File: src/hw/lvds_direction_pkg.sv
package lvds_direction_pkg;
    // ---------------------------------------------------------------
    // link counts and widths
    // ---------------------------------------------------------------
    localparam int CABLE_COUNT = 3;
    localparam int TRIGGER_COUNT = 2;
    localparam int CABLE_SIGNALS = 27;
    localparam int TRIGGER_SIGNALS = 33;

    // ---------------------------------------------------------------
    // timing
    // ---------------------------------------------------------------
    localparam int CLK_PERIOD_NS = 4;
    localparam int GUARD_NS = 20;
    localparam int GUARD_CYCLES = (GUARD_NS + CLK_PERIOD_NS - 1) / CLK_PERIOD_NS;

    // ---------------------------------------------------------------
    // register map
    // ---------------------------------------------------------------
    localparam int ADDR_W = 4;
    localparam logic [3:0] CTRL_ADDR = 4'h0;
    localparam logic [3:0] STATUS_ADDR = 4'h4;
    localparam logic [3:0] CAPS_ADDR = 4'h8;
    localparam logic [31:0] CTRL_RESET = 32'h0000_0000;
    localparam int CTRL_TRIG_OWNER_LSB = 0;
    localparam int CTRL_VME_XCVR_BIT = 2;
    localparam int CTRL_VME_ADRS_BIT = 3;
    localparam int CTRL_TIMING_BIT = 4;
    localparam int CTRL_TIMING_RESET_BIT = 5;
    localparam int CTRL_VME_ACK_BIT = 6;
    localparam int STAT_PERMIT_BIT = 0;
    localparam int STAT_BASE_READY_BIT = 1;
    localparam int STAT_TOPO_READY_BIT = 2;
    localparam int STAT_CABLE_ACTIVE_LSB = 4;
    localparam int STAT_TRIG_ACTIVE_LSB = 8;
    localparam int STAT_TRIG_OWNER_LSB = 10;
    localparam int STAT_CABLE_DIR_LSB = 12;
    localparam int STAT_TRIG_DIR_LSB = 16;

    // ---------------------------------------------------------------
    // link configuration word: owner and direction
    // ---------------------------------------------------------------
    typedef logic [1:0] link_cfg_t;
    localparam int CFG_OWNER_BIT = 1;
    localparam int CFG_RECEIVE_BIT = 0;
    localparam link_cfg_t CFG_RESET = 2'h1;

    typedef enum logic [1:0] {SEQ_OFF, SEQ_SETTLE, SEQ_ON} seq_state_t;
endpackage : lvds_direction_pkg

File: src/hw/link_ctrl_if.sv
`timescale 1ns/100ps
interface link_ctrl_if;
    import lvds_direction_pkg::*;
    logic permit;
    logic grant;
    link_cfg_t req;
    link_cfg_t cfg;
    logic oe;
    modport seq (input permit, input grant, input req, output cfg, output oe);
    modport mgr (output permit, output grant, output req, input cfg, input oe);
endinterface : link_ctrl_if

File: src/hw/link_sequencer.sv
`timescale 1ns/100ps
module link_sequencer
    import lvds_direction_pkg::*;
#(
    parameter int GUARD = GUARD_CYCLES
) (
    input wire logic sys_clk,
    input wire logic rst_n,
    link_ctrl_if.seq link
);
    localparam int CNT_W = $clog2(GUARD + 1);

    if (GUARD < 1) begin : g_check
        $error("guard must be at least one cycle");
    end

    seq_state_t state;
    seq_state_t next_state;
    logic [CNT_W-1:0] count;
    logic [CNT_W-1:0] next_count;
    link_cfg_t next_cfg;
    logic next_oe;
    logic keep;

    // ---------------------------------------------------------------
    // break, turn, settle, make
    // ---------------------------------------------------------------
    always_comb begin
        keep = link.permit && link.grant && (link.req == link.cfg);
        next_state = state;
        next_count = count;
        next_cfg = link.cfg;
        next_oe = 1'b0;
        unique case (state)
            SEQ_OFF: begin
                // direction moves only here, where the outputs are already off
                if (link.permit && link.grant) begin
                    next_cfg = link.req;
                    next_count = CNT_W'(GUARD);
                    next_state = SEQ_SETTLE;
                end
            end
            SEQ_SETTLE: begin
                if (!keep) begin
                    next_state = SEQ_OFF;
                end else if (count == '0) begin
                    next_state = SEQ_ON;
                    next_oe = 1'b1;
                end else begin
                    next_count = count - CNT_W'(1);
                end
            end
            SEQ_ON: begin
                if (!keep) begin
                    next_state = SEQ_OFF;
                end else begin
                    next_oe = 1'b1;
                end
            end
        endcase
    end

    always_ff @(posedge sys_clk or negedge rst_n) begin
        if (!rst_n) begin
            state <= SEQ_OFF;
            count <= '0;
            link.cfg <= CFG_RESET;
            link.oe <= 1'b0;
        end else begin
            state <= next_state;
            count <= next_count;
            link.cfg <= next_cfg;
            link.oe <= next_oe;
        end
    end
endmodule : link_sequencer

File: src/hw/lvds_direction_manager.sv
`timescale 1ns/100ps
module lvds_direction_manager
    import lvds_direction_pkg::*;
#(
    parameter int CABLES = CABLE_COUNT,
    parameter int TRIGGERS = TRIGGER_COUNT,
    parameter int GUARD = GUARD_CYCLES
) (
    input wire logic sys_clk,
    input wire logic rst_n,
    input wire logic [ADDR_W-1:0] reg_addr,
    input wire logic [31:0] reg_wdata,
    input wire logic reg_write,
    input wire logic reg_read,
    output logic [31:0] reg_rdata,
    input wire logic drive_permit,
    input wire logic base_fpga_configured,
    input wire logic [CABLES-1:0] base_cable_input_request,
    input wire logic [TRIGGERS-1:0] base_trigger_input_request,
    input wire logic topology_fpga_present_n,
    input wire logic topology_fpga_configured,
    input wire logic [TRIGGERS-1:0] topology_trigger_input_request,
    input wire logic vme_acknowledge_request,
    output logic [CABLES-1:0] cable_transceiver_direction,
    output logic [CABLES-1:0] cable_translator_direction,
    output logic [CABLES-1:0] cable_translator_enable_n,
    output logic [TRIGGERS-1:0] trigger_transceiver_direction,
    output logic [TRIGGERS-1:0] trigger_translator_direction,
    output logic [TRIGGERS-1:0] trigger_base_translator_enable_n,
    output logic [TRIGGERS-1:0] trigger_topology_translator_enable_n,
    output logic vme_acknowledge_drive_n,
    output logic vme_transceiver_enable_n,
    output logic vme_address_translator_enable_n,
    output logic timing_decoder_translator_enable_n,
    output logic timing_reset_translator_enable_n
);
    localparam int PIN_W = 4 + CABLES + 2 * TRIGGERS;

    if (CABLES < 1 || CABLES > 4 || TRIGGERS < 1 || TRIGGERS > 2) begin : g_check
        $error("link counts exceed the register layout");
    end

    // ---------------------------------------------------------------
    // pin synchronisers
    // ---------------------------------------------------------------
    logic [PIN_W-1:0] pin_meta;
    logic [PIN_W-1:0] pin_sync;
    logic permit_s;
    logic base_done_s;
    logic topo_present_n_s;
    logic topo_done_s;
    logic [CABLES-1:0] base_cable_req_s;
    logic [TRIGGERS-1:0] base_trig_req_s;
    logic [TRIGGERS-1:0] topo_trig_req_s;

    always_ff @(posedge sys_clk or negedge rst_n) begin
        if (!rst_n) begin
            pin_meta <= '0;
            pin_sync <= '0;
        end else begin
            pin_meta <= {drive_permit, base_fpga_configured, topology_fpga_present_n,
                topology_fpga_configured, base_cable_input_request,
                base_trigger_input_request, topology_trigger_input_request};
            pin_sync <= pin_meta;
        end
    end

    // reset value of the present flag reads as installed but not configured,
    // so the topology side stays ungranted either way
    assign {permit_s, base_done_s, topo_present_n_s, topo_done_s, base_cable_req_s,
        base_trig_req_s, topo_trig_req_s} = pin_sync;

    logic base_ok;
    logic topo_ok;
    assign base_ok = base_done_s;
    assign topo_ok = !topo_present_n_s && topo_done_s;

    // ---------------------------------------------------------------
    // register port
    // ---------------------------------------------------------------
    logic [31:0] ctrl;
    logic [31:0] next_ctrl;
    logic [31:0] status;
    logic [31:0] next_rdata;

    always_comb begin
        next_ctrl = ctrl;
        if (reg_write && reg_addr == CTRL_ADDR) begin
            next_ctrl = reg_wdata;
        end
    end

    always_comb begin
        next_rdata = '0;
        if (reg_read) begin
            unique case (reg_addr)
                CTRL_ADDR: next_rdata = ctrl;
                STATUS_ADDR: next_rdata = status;
                CAPS_ADDR: next_rdata = {8'(TRIGGERS), 8'(TRIGGER_SIGNALS),
                    8'(CABLES), 8'(CABLE_SIGNALS)};
                default: next_rdata = '0;
            endcase
        end
    end

    always_ff @(posedge sys_clk or negedge rst_n) begin
        if (!rst_n) begin
            ctrl <= CTRL_RESET;
            reg_rdata <= '0;
        end else begin
            ctrl <= next_ctrl;
            reg_rdata <= next_rdata;
        end
    end

    // ---------------------------------------------------------------
    // cable links
    // ---------------------------------------------------------------
    logic [CABLES-1:0] cable_oe;
    logic [CABLES-1:0] cable_dir;

    for (genvar c = 0; c < CABLES; c++) begin : g_cable
        link_ctrl_if cable_if();
        // base fpga is the only party on a cable
        assign cable_if.permit = permit_s;
        assign cable_if.grant = base_ok;
        assign cable_if.req = {1'b0, base_cable_req_s[c]};
        assign cable_oe[c] = cable_if.oe;
        assign cable_dir[c] = cable_if.cfg[CFG_RECEIVE_BIT];
        link_sequencer #(.GUARD(GUARD)) u_seq (
            .sys_clk(sys_clk),
            .rst_n(rst_n),
            .link(cable_if)
        );
    end

    // ---------------------------------------------------------------
    // trigger connectors
    // ---------------------------------------------------------------
    logic [TRIGGERS-1:0] trig_oe;
    logic [TRIGGERS-1:0] trig_dir;
    logic [TRIGGERS-1:0] trig_owner;

    for (genvar t = 0; t < TRIGGERS; t++) begin : g_trig
        link_ctrl_if trig_if();
        logic want_topo;
        // software picks the owner; an owner change runs the same
        // break-before-make sequence as a direction change
        assign want_topo = ctrl[CTRL_TRIG_OWNER_LSB + t];
        assign trig_if.permit = permit_s;
        assign trig_if.grant = want_topo ? topo_ok : base_ok;
        assign trig_if.req = {want_topo,
            want_topo ? topo_trig_req_s[t] : base_trig_req_s[t]};
        assign trig_oe[t] = trig_if.oe;
        assign trig_dir[t] = trig_if.cfg[CFG_RECEIVE_BIT];
        assign trig_owner[t] = trig_if.cfg[CFG_OWNER_BIT];
        link_sequencer #(.GUARD(GUARD)) u_seq (
            .sys_clk(sys_clk),
            .rst_n(rst_n),
            .link(trig_if)
        );
    end

    // ---------------------------------------------------------------
    // oversight and output registers
    // ---------------------------------------------------------------
    logic [CABLES-1:0] next_cable_dir;
    logic [CABLES-1:0] next_cable_en_n;
    logic [TRIGGERS-1:0] next_trig_dir;
    logic [TRIGGERS-1:0] next_trig_base_en_n;
    logic [TRIGGERS-1:0] next_trig_topo_en_n;
    logic next_ack_n;
    logic next_vme_xcvr_n;
    logic next_vme_adrs_n;
    logic next_timing_n;
    logic next_timing_reset_n;

    // directions and enables are registered together so that the one-cycle
    // gap the sequencer leaves between them survives to the pins
    always_comb begin
        next_cable_dir = cable_dir;
        next_cable_en_n = ~(cable_oe & {CABLES{permit_s}});
        next_trig_dir = trig_dir;
        next_trig_base_en_n = ~(trig_oe & ~trig_owner & {TRIGGERS{permit_s}});
        next_trig_topo_en_n = ~(trig_oe & trig_owner & {TRIGGERS{permit_s}});
        next_ack_n = !(permit_s && ctrl[CTRL_VME_ACK_BIT]
            && vme_acknowledge_request);
        next_vme_xcvr_n = !(permit_s && ctrl[CTRL_VME_XCVR_BIT]);
        next_vme_adrs_n = !(permit_s && ctrl[CTRL_VME_ADRS_BIT]);
        next_timing_n = !(permit_s && ctrl[CTRL_TIMING_BIT]);
        next_timing_reset_n = !(permit_s && ctrl[CTRL_TIMING_RESET_BIT]);
    end

    always_ff @(posedge sys_clk or negedge rst_n) begin
        if (!rst_n) begin
            cable_transceiver_direction <= '1;
            cable_translator_direction <= '1;
            cable_translator_enable_n <= '1;
            trigger_transceiver_direction <= '1;
            trigger_translator_direction <= '1;
            trigger_base_translator_enable_n <= '1;
            trigger_topology_translator_enable_n <= '1;
            vme_acknowledge_drive_n <= 1'b1;
            vme_transceiver_enable_n <= 1'b1;
            vme_address_translator_enable_n <= 1'b1;
            timing_decoder_translator_enable_n <= 1'b1;
            timing_reset_translator_enable_n <= 1'b1;
        end else begin
            // fpga pins are expected to follow the same request
            cable_transceiver_direction <= next_cable_dir;
            cable_translator_direction <= next_cable_dir;
            cable_translator_enable_n <= next_cable_en_n;
            trigger_transceiver_direction <= next_trig_dir;
            trigger_translator_direction <= next_trig_dir;
            trigger_base_translator_enable_n <= next_trig_base_en_n;
            trigger_topology_translator_enable_n <= next_trig_topo_en_n;
            vme_acknowledge_drive_n <= next_ack_n;
            vme_transceiver_enable_n <= next_vme_xcvr_n;
            vme_address_translator_enable_n <= next_vme_adrs_n;
            timing_decoder_translator_enable_n <= next_timing_n;
            timing_reset_translator_enable_n <= next_timing_reset_n;
        end
    end

    // ---------------------------------------------------------------
    // status word
    // ---------------------------------------------------------------
    always_comb begin
        status = '0;
        status[STAT_PERMIT_BIT] = permit_s;
        status[STAT_BASE_READY_BIT] = base_ok;
        status[STAT_TOPO_READY_BIT] = topo_ok;
        status[STAT_CABLE_ACTIVE_LSB +: CABLES] = cable_oe;
        status[STAT_TRIG_ACTIVE_LSB +: TRIGGERS] = trig_oe;
        status[STAT_TRIG_OWNER_LSB +: TRIGGERS] = trig_owner;
        status[STAT_CABLE_DIR_LSB +: CABLES] = cable_dir;
        status[STAT_TRIG_DIR_LSB +: TRIGGERS] = trig_dir;
    end

    for (genvar c = 0; c < CABLES; c++) begin : g_cable_chk

    end

    // ownership is software's choice alone
    for (genvar t = 0; t < TRIGGERS; t++) begin : g_trig_chk

    end
endmodule : lvds_direction_manager

File: config.mk
export PLATFORM = sky130hd
export DESIGN_NAME = lvds_direction_manager
export DESIGN_NICKNAME = d
export VERILOG_FILES = /design/src/hw/lvds_direction_pkg.sv /design/src/hw/link_ctrl_if.sv /design/src/hw/link_sequencer.sv /design/src/hw/lvds_direction_manager.sv
export SDC_FILE = /design/constraint.sdc
export NUM_CORES = 1
export LEC_CHECK = 0
export ABC_AREA = 1
export BUFFER_PORTS_ARGS = -buffer_cell sky130_fd_sc_hd__buf_4
export CORE_MARGIN = 4
export CORE_UTILIZATION = 50
export DETAILED_ROUTE_END_ITERATION = 7
export PLACE_DENSITY = 0.72
export SYNTH_ARGS = -nofsm -noshare
export SYNTH_HDL_FRONTEND = slang
export SYNTH_HIERARCHICAL = 1
export SYNTH_SLANG_ARGS = --single-unit
File: constraint.sdc
create_clock -name sys_clk -period 1.7 [get_ports sys_clk]
set_input_delay 0.34 -clock sys_clk [delete_from_list [all_inputs] [get_ports sys_clk]]
set_output_delay 0.34 -clock sys_clk [all_outputs]
set_load 0.02 [all_outputs]
==> reports/metrics.csv <==
stage,metric,value,unit
outcome,status,"complete, no violations",
grt,initial antenna violation count,0,
critical_path,critical path class,register to register,
critical_path,startpoint types,register,
power_and_ir_drop,Sw Ratio,36.1,%
floorplanning,I/O pin count,106,
yosys,Mapped Cells,719,
clock_network,Num CTS Buffers,17,
cells_and_area,Area growth syn-to-layout,22.7,%
clock_network,htree depth,4,
job,max cap viols,0,
clock_network,CTS tree,yes,
yosys,"Seq/Total Area, Yosys",53.8,%
clock_network,clock sinks,143,
placement,Placed Area,0.00767,mm²
sta,Final Hold Viols,0,
power_and_ir_drop,net switching power,4.32,mW
placement,Buffers on Ports,105,
floorplanning,row count,42,
critical_path,Worst Path Required,2.00,ns
placement,dpl hpwl,10.5,mm
yosys,number of distinct library cells after synthesis,28,
sta,final slew viol count,0,
floorplanning,core area,0.0132,mm²
power_and_ir_drop,Pint,7.65,mW
floorplanning,Die Width,124,µm
cells_and_area,diode count,0,
clock_network,CTS Hold Bufs,1,
cells_and_area,Final #Nets,916,
clock_network,clk slew on worst S/H paths,0.05,ns
cells_and_area,Final Cell Area,0.00822,mm²
placement,placed instance count,995,
route,vias,5039,
grt,first-pass GRT wire length,22.9,mm
worst_hold_path,Worst Hold Class,primary input to register,
grt,largest net degree at the start of global routing,57,
route,DRC Markers,0,
route,total routed wirelength,14.1,mm
clock_network,cts repair resizes,0,
yosys,Netlist Area Pre-Place,0.00670,mm²
power_and_ir_drop,Clock Power Share,28.2,%
yosys,number of synthesized register bits,143,
power_and_ir_drop,register share of total power,39.4,%
sta,fin crit period,1.57,ns
power_and_ir_drop,Power Density,1460,mW/mm²
cells_and_area,"commonest non-fill, non-tap cell in the layout",nand2_1,
route,Vias/cell,4.90,
power_and_ir_drop,leakage power,4.20,nW
sta,Final Setup Violations,0,
critical_path,data arrival time of the worst path,1.87,ns
route,Post-DRT Antenna Nets,0,
sta,Tcrit/Tclk final,92.2,%
sta,Worst Clk Skew,0.00507,ns
route,Starting DRT DRC Count,344,
cells_and_area,share of cells above drive strength 1,29.7,%
critical_path,worst-path maximum fanout,4,
floorplanning,die area,0.0153,mm²
floorplanning,Starting Density,50.8,%
cells_and_area,"commonest cells after routing, fill and taps aside","nand2_1, dfrtp_1, buf_4, inv_1, nand3_1",
sta,setup tns final,0,ns
power_and_ir_drop,Comb pwr share,32.4,%
clock_network,Skew-Pair Late Insertion Delay,0.42,ns
placement,gp weighted congestion,0.844,
grt,vias in the first global route,5013,
cells_and_area,Fill cells,1049,
clock_network,Root Buffer,clkbuf_16,
route,first-pass iteration count of the detailed router,5,
power_and_ir_drop,Max IR drop VDD,0.668,mV
grt,Congestion Overflow GR,0,
yosys,synthesized area per cell,9.32,µm²
sta,RSZ-0062 raised after global routing,no,
floorplanning,DIE HEIGHT,124,µm
critical_path,Setup crit end kind,register,
clock_network,Post-CTS Setup Bufs,0,
cells_and_area,"Cell Count, Final, Fillers Out",1028,
sta,Max Fclk,0.638,GHz
yosys,Synth Warn #,6,
grt,gr usage total,19.5,%
route,WL/cell,13.7,µm
clock_network,clock buffer depth,2,
==> per-stage QoR <==
stage	setup slack (ns)	hold WS (ns)	total power [mW]	utilization, %
after floorplan	0.460	0.0444	7.64	-
after global placement	0.213	0.252	8.40	58.1
after detailed placement	0.146	0.251	8.64	58.1
after CTS	0.134	0.00553	12.1	62.3
after global routing	0.0230	0.000315	12.8	62.3
final	0.132	0.0270	12.0	62.3
==> worst max-delay path, cell delays in order (launching register included) <==
cell and delay, ns:
dfrtp_1 0.36, nor2_1 0.27, nand2_1 0.07, o21ai_0 0.08, nand2_1 0.11, clkinv_2 0.10
nand3_2 0.10, nand2_2 0.11, nand3_2 0.10, nand2_1 0.08, nand2_1 0.06
==> layer usage <==
metal	vias up	track usage, %	share of wire (%)
met5	-	0	0
met2	118	32.6	50
met3	23	5.22	5.1
met1	2434	23.9	43
met4	0	7.82	1.9
li1	2464	-	-
==> power by group through the flow <==
| stage | Clock, mW | Combinational, mW | Sequential, mW |
|---|---|---|---|
| final | 3.38 | 3.88 | 4.72 |
| after global routing | 3.60 | 4.38 | 4.81 |
| after CTS | 3.44 | 3.90 | 4.72 |
| after detailed placement | 0 | 3.88 | 4.77 |
| after global placement | 0 | 3.67 | 4.74 |
| after floorplan | 0 | 2.92 | 4.72 |
==> state kept, by name (all words and copies together) (netlist names), 3 cells and up <==
| name | cells |
|---|---|
| cable_translator_direction | 3 |
| cable_translator_enable_n | 3 |
| ctrl | 32 |
| g_cable.u_seq/count | 9 |
| g_cable.u_seq/link.cfg | 6 |
| g_cable.u_seq/link.oe | 3 |
| g_cable.u_seq/state | 6 |
| g_trig.u_seq/count | 6 |
| g_trig.u_seq/link.cfg | 4 |
| g_trig.u_seq/state | 4 |
| pin_meta | 11 |
| pin_sync | 11 |
| reg_rdata | 32 |
==> kinds of logic after synthesis <==
group | after synthesis | synth area share, %
AOI/OAI and AO/OA | 74 | 7.15
and+or+nand+nor | 330 | 24.4
xor gates and xnor gates | 5 | 0.653
DFF | 143 | 53.8
other | 1 | 0.0560
adders and majority gates | 25 | 4.67
buffers and inverters | 141 | 9.28
==> synth_stat cells <==
master	instances	area share (%)
nand2_1	193	11
dfrtp_1	121	45
inv_1	107	6.0
nand3_1	44	3.3
ha_1	25	4.7
o21ai_1	23	1.7
dfstp_2	22	8.6
nor2_1	21	1.2
a21oi_1	20	1.5
nand3_2	15	2.2
nand4_1	15	1.4
nor2_2	14	1.3
o21ai_2	14	1.8
nor2_4	13	2.2
o21ai_0	12	0.90
inv_2	10	0.56
nand2_2	10	0.93
buf_6	8	1.3
buf_4	6	0.67
clkinv_2	5	0.37
o21ai_4	5	1.2
xnor2_1	5	0.65
buf_2	3	0.22
clkbuf_1	2	0.11
nand3_4	2	0.52
nand3b_1	2	0.22
conb_1	1	0.056
nor2_8	1	0.30
==> final timing paths <==
kind | start | endpoint | slack, ns | cells past startpoint
worst max-delay path | pin_sync[8] | g_trig[1].u_seq/count[2] | 0.13 | 10
worst min-delay path | base_cable_input_request[0] | pin_meta[4] | 0.03 | 1
worst max register to register | pin_sync[8] | g_trig[1].u_seq/count[2] | 0.13 | 10
worst min register to register | pin_meta[5] | pin_sync[5] | 0.35 | 0
max in group asynchronous | rst_n | trigger_topology_translator_enable_n[0] | 0.67 | 3
min in group asynchronous | rst_n | reg_rdata[28] | 0.38 | 2
==> cell type report <==
class | instances | area [µm²] | area share (%)
flip-flops and latches | 143 | 3610 | 43.9
repair buffers | 115 | 895 | 10.9
well taps | 176 | 220 | 2.68
multi-input cells | 440 | 2490 | 30.3
clock buffers | 26 | 509 | 6.19
clock inverters | 6 | 33.8 | 0.411
inverters | 122 | 464 | 5.65
Power figures use the tool's default switching activity.
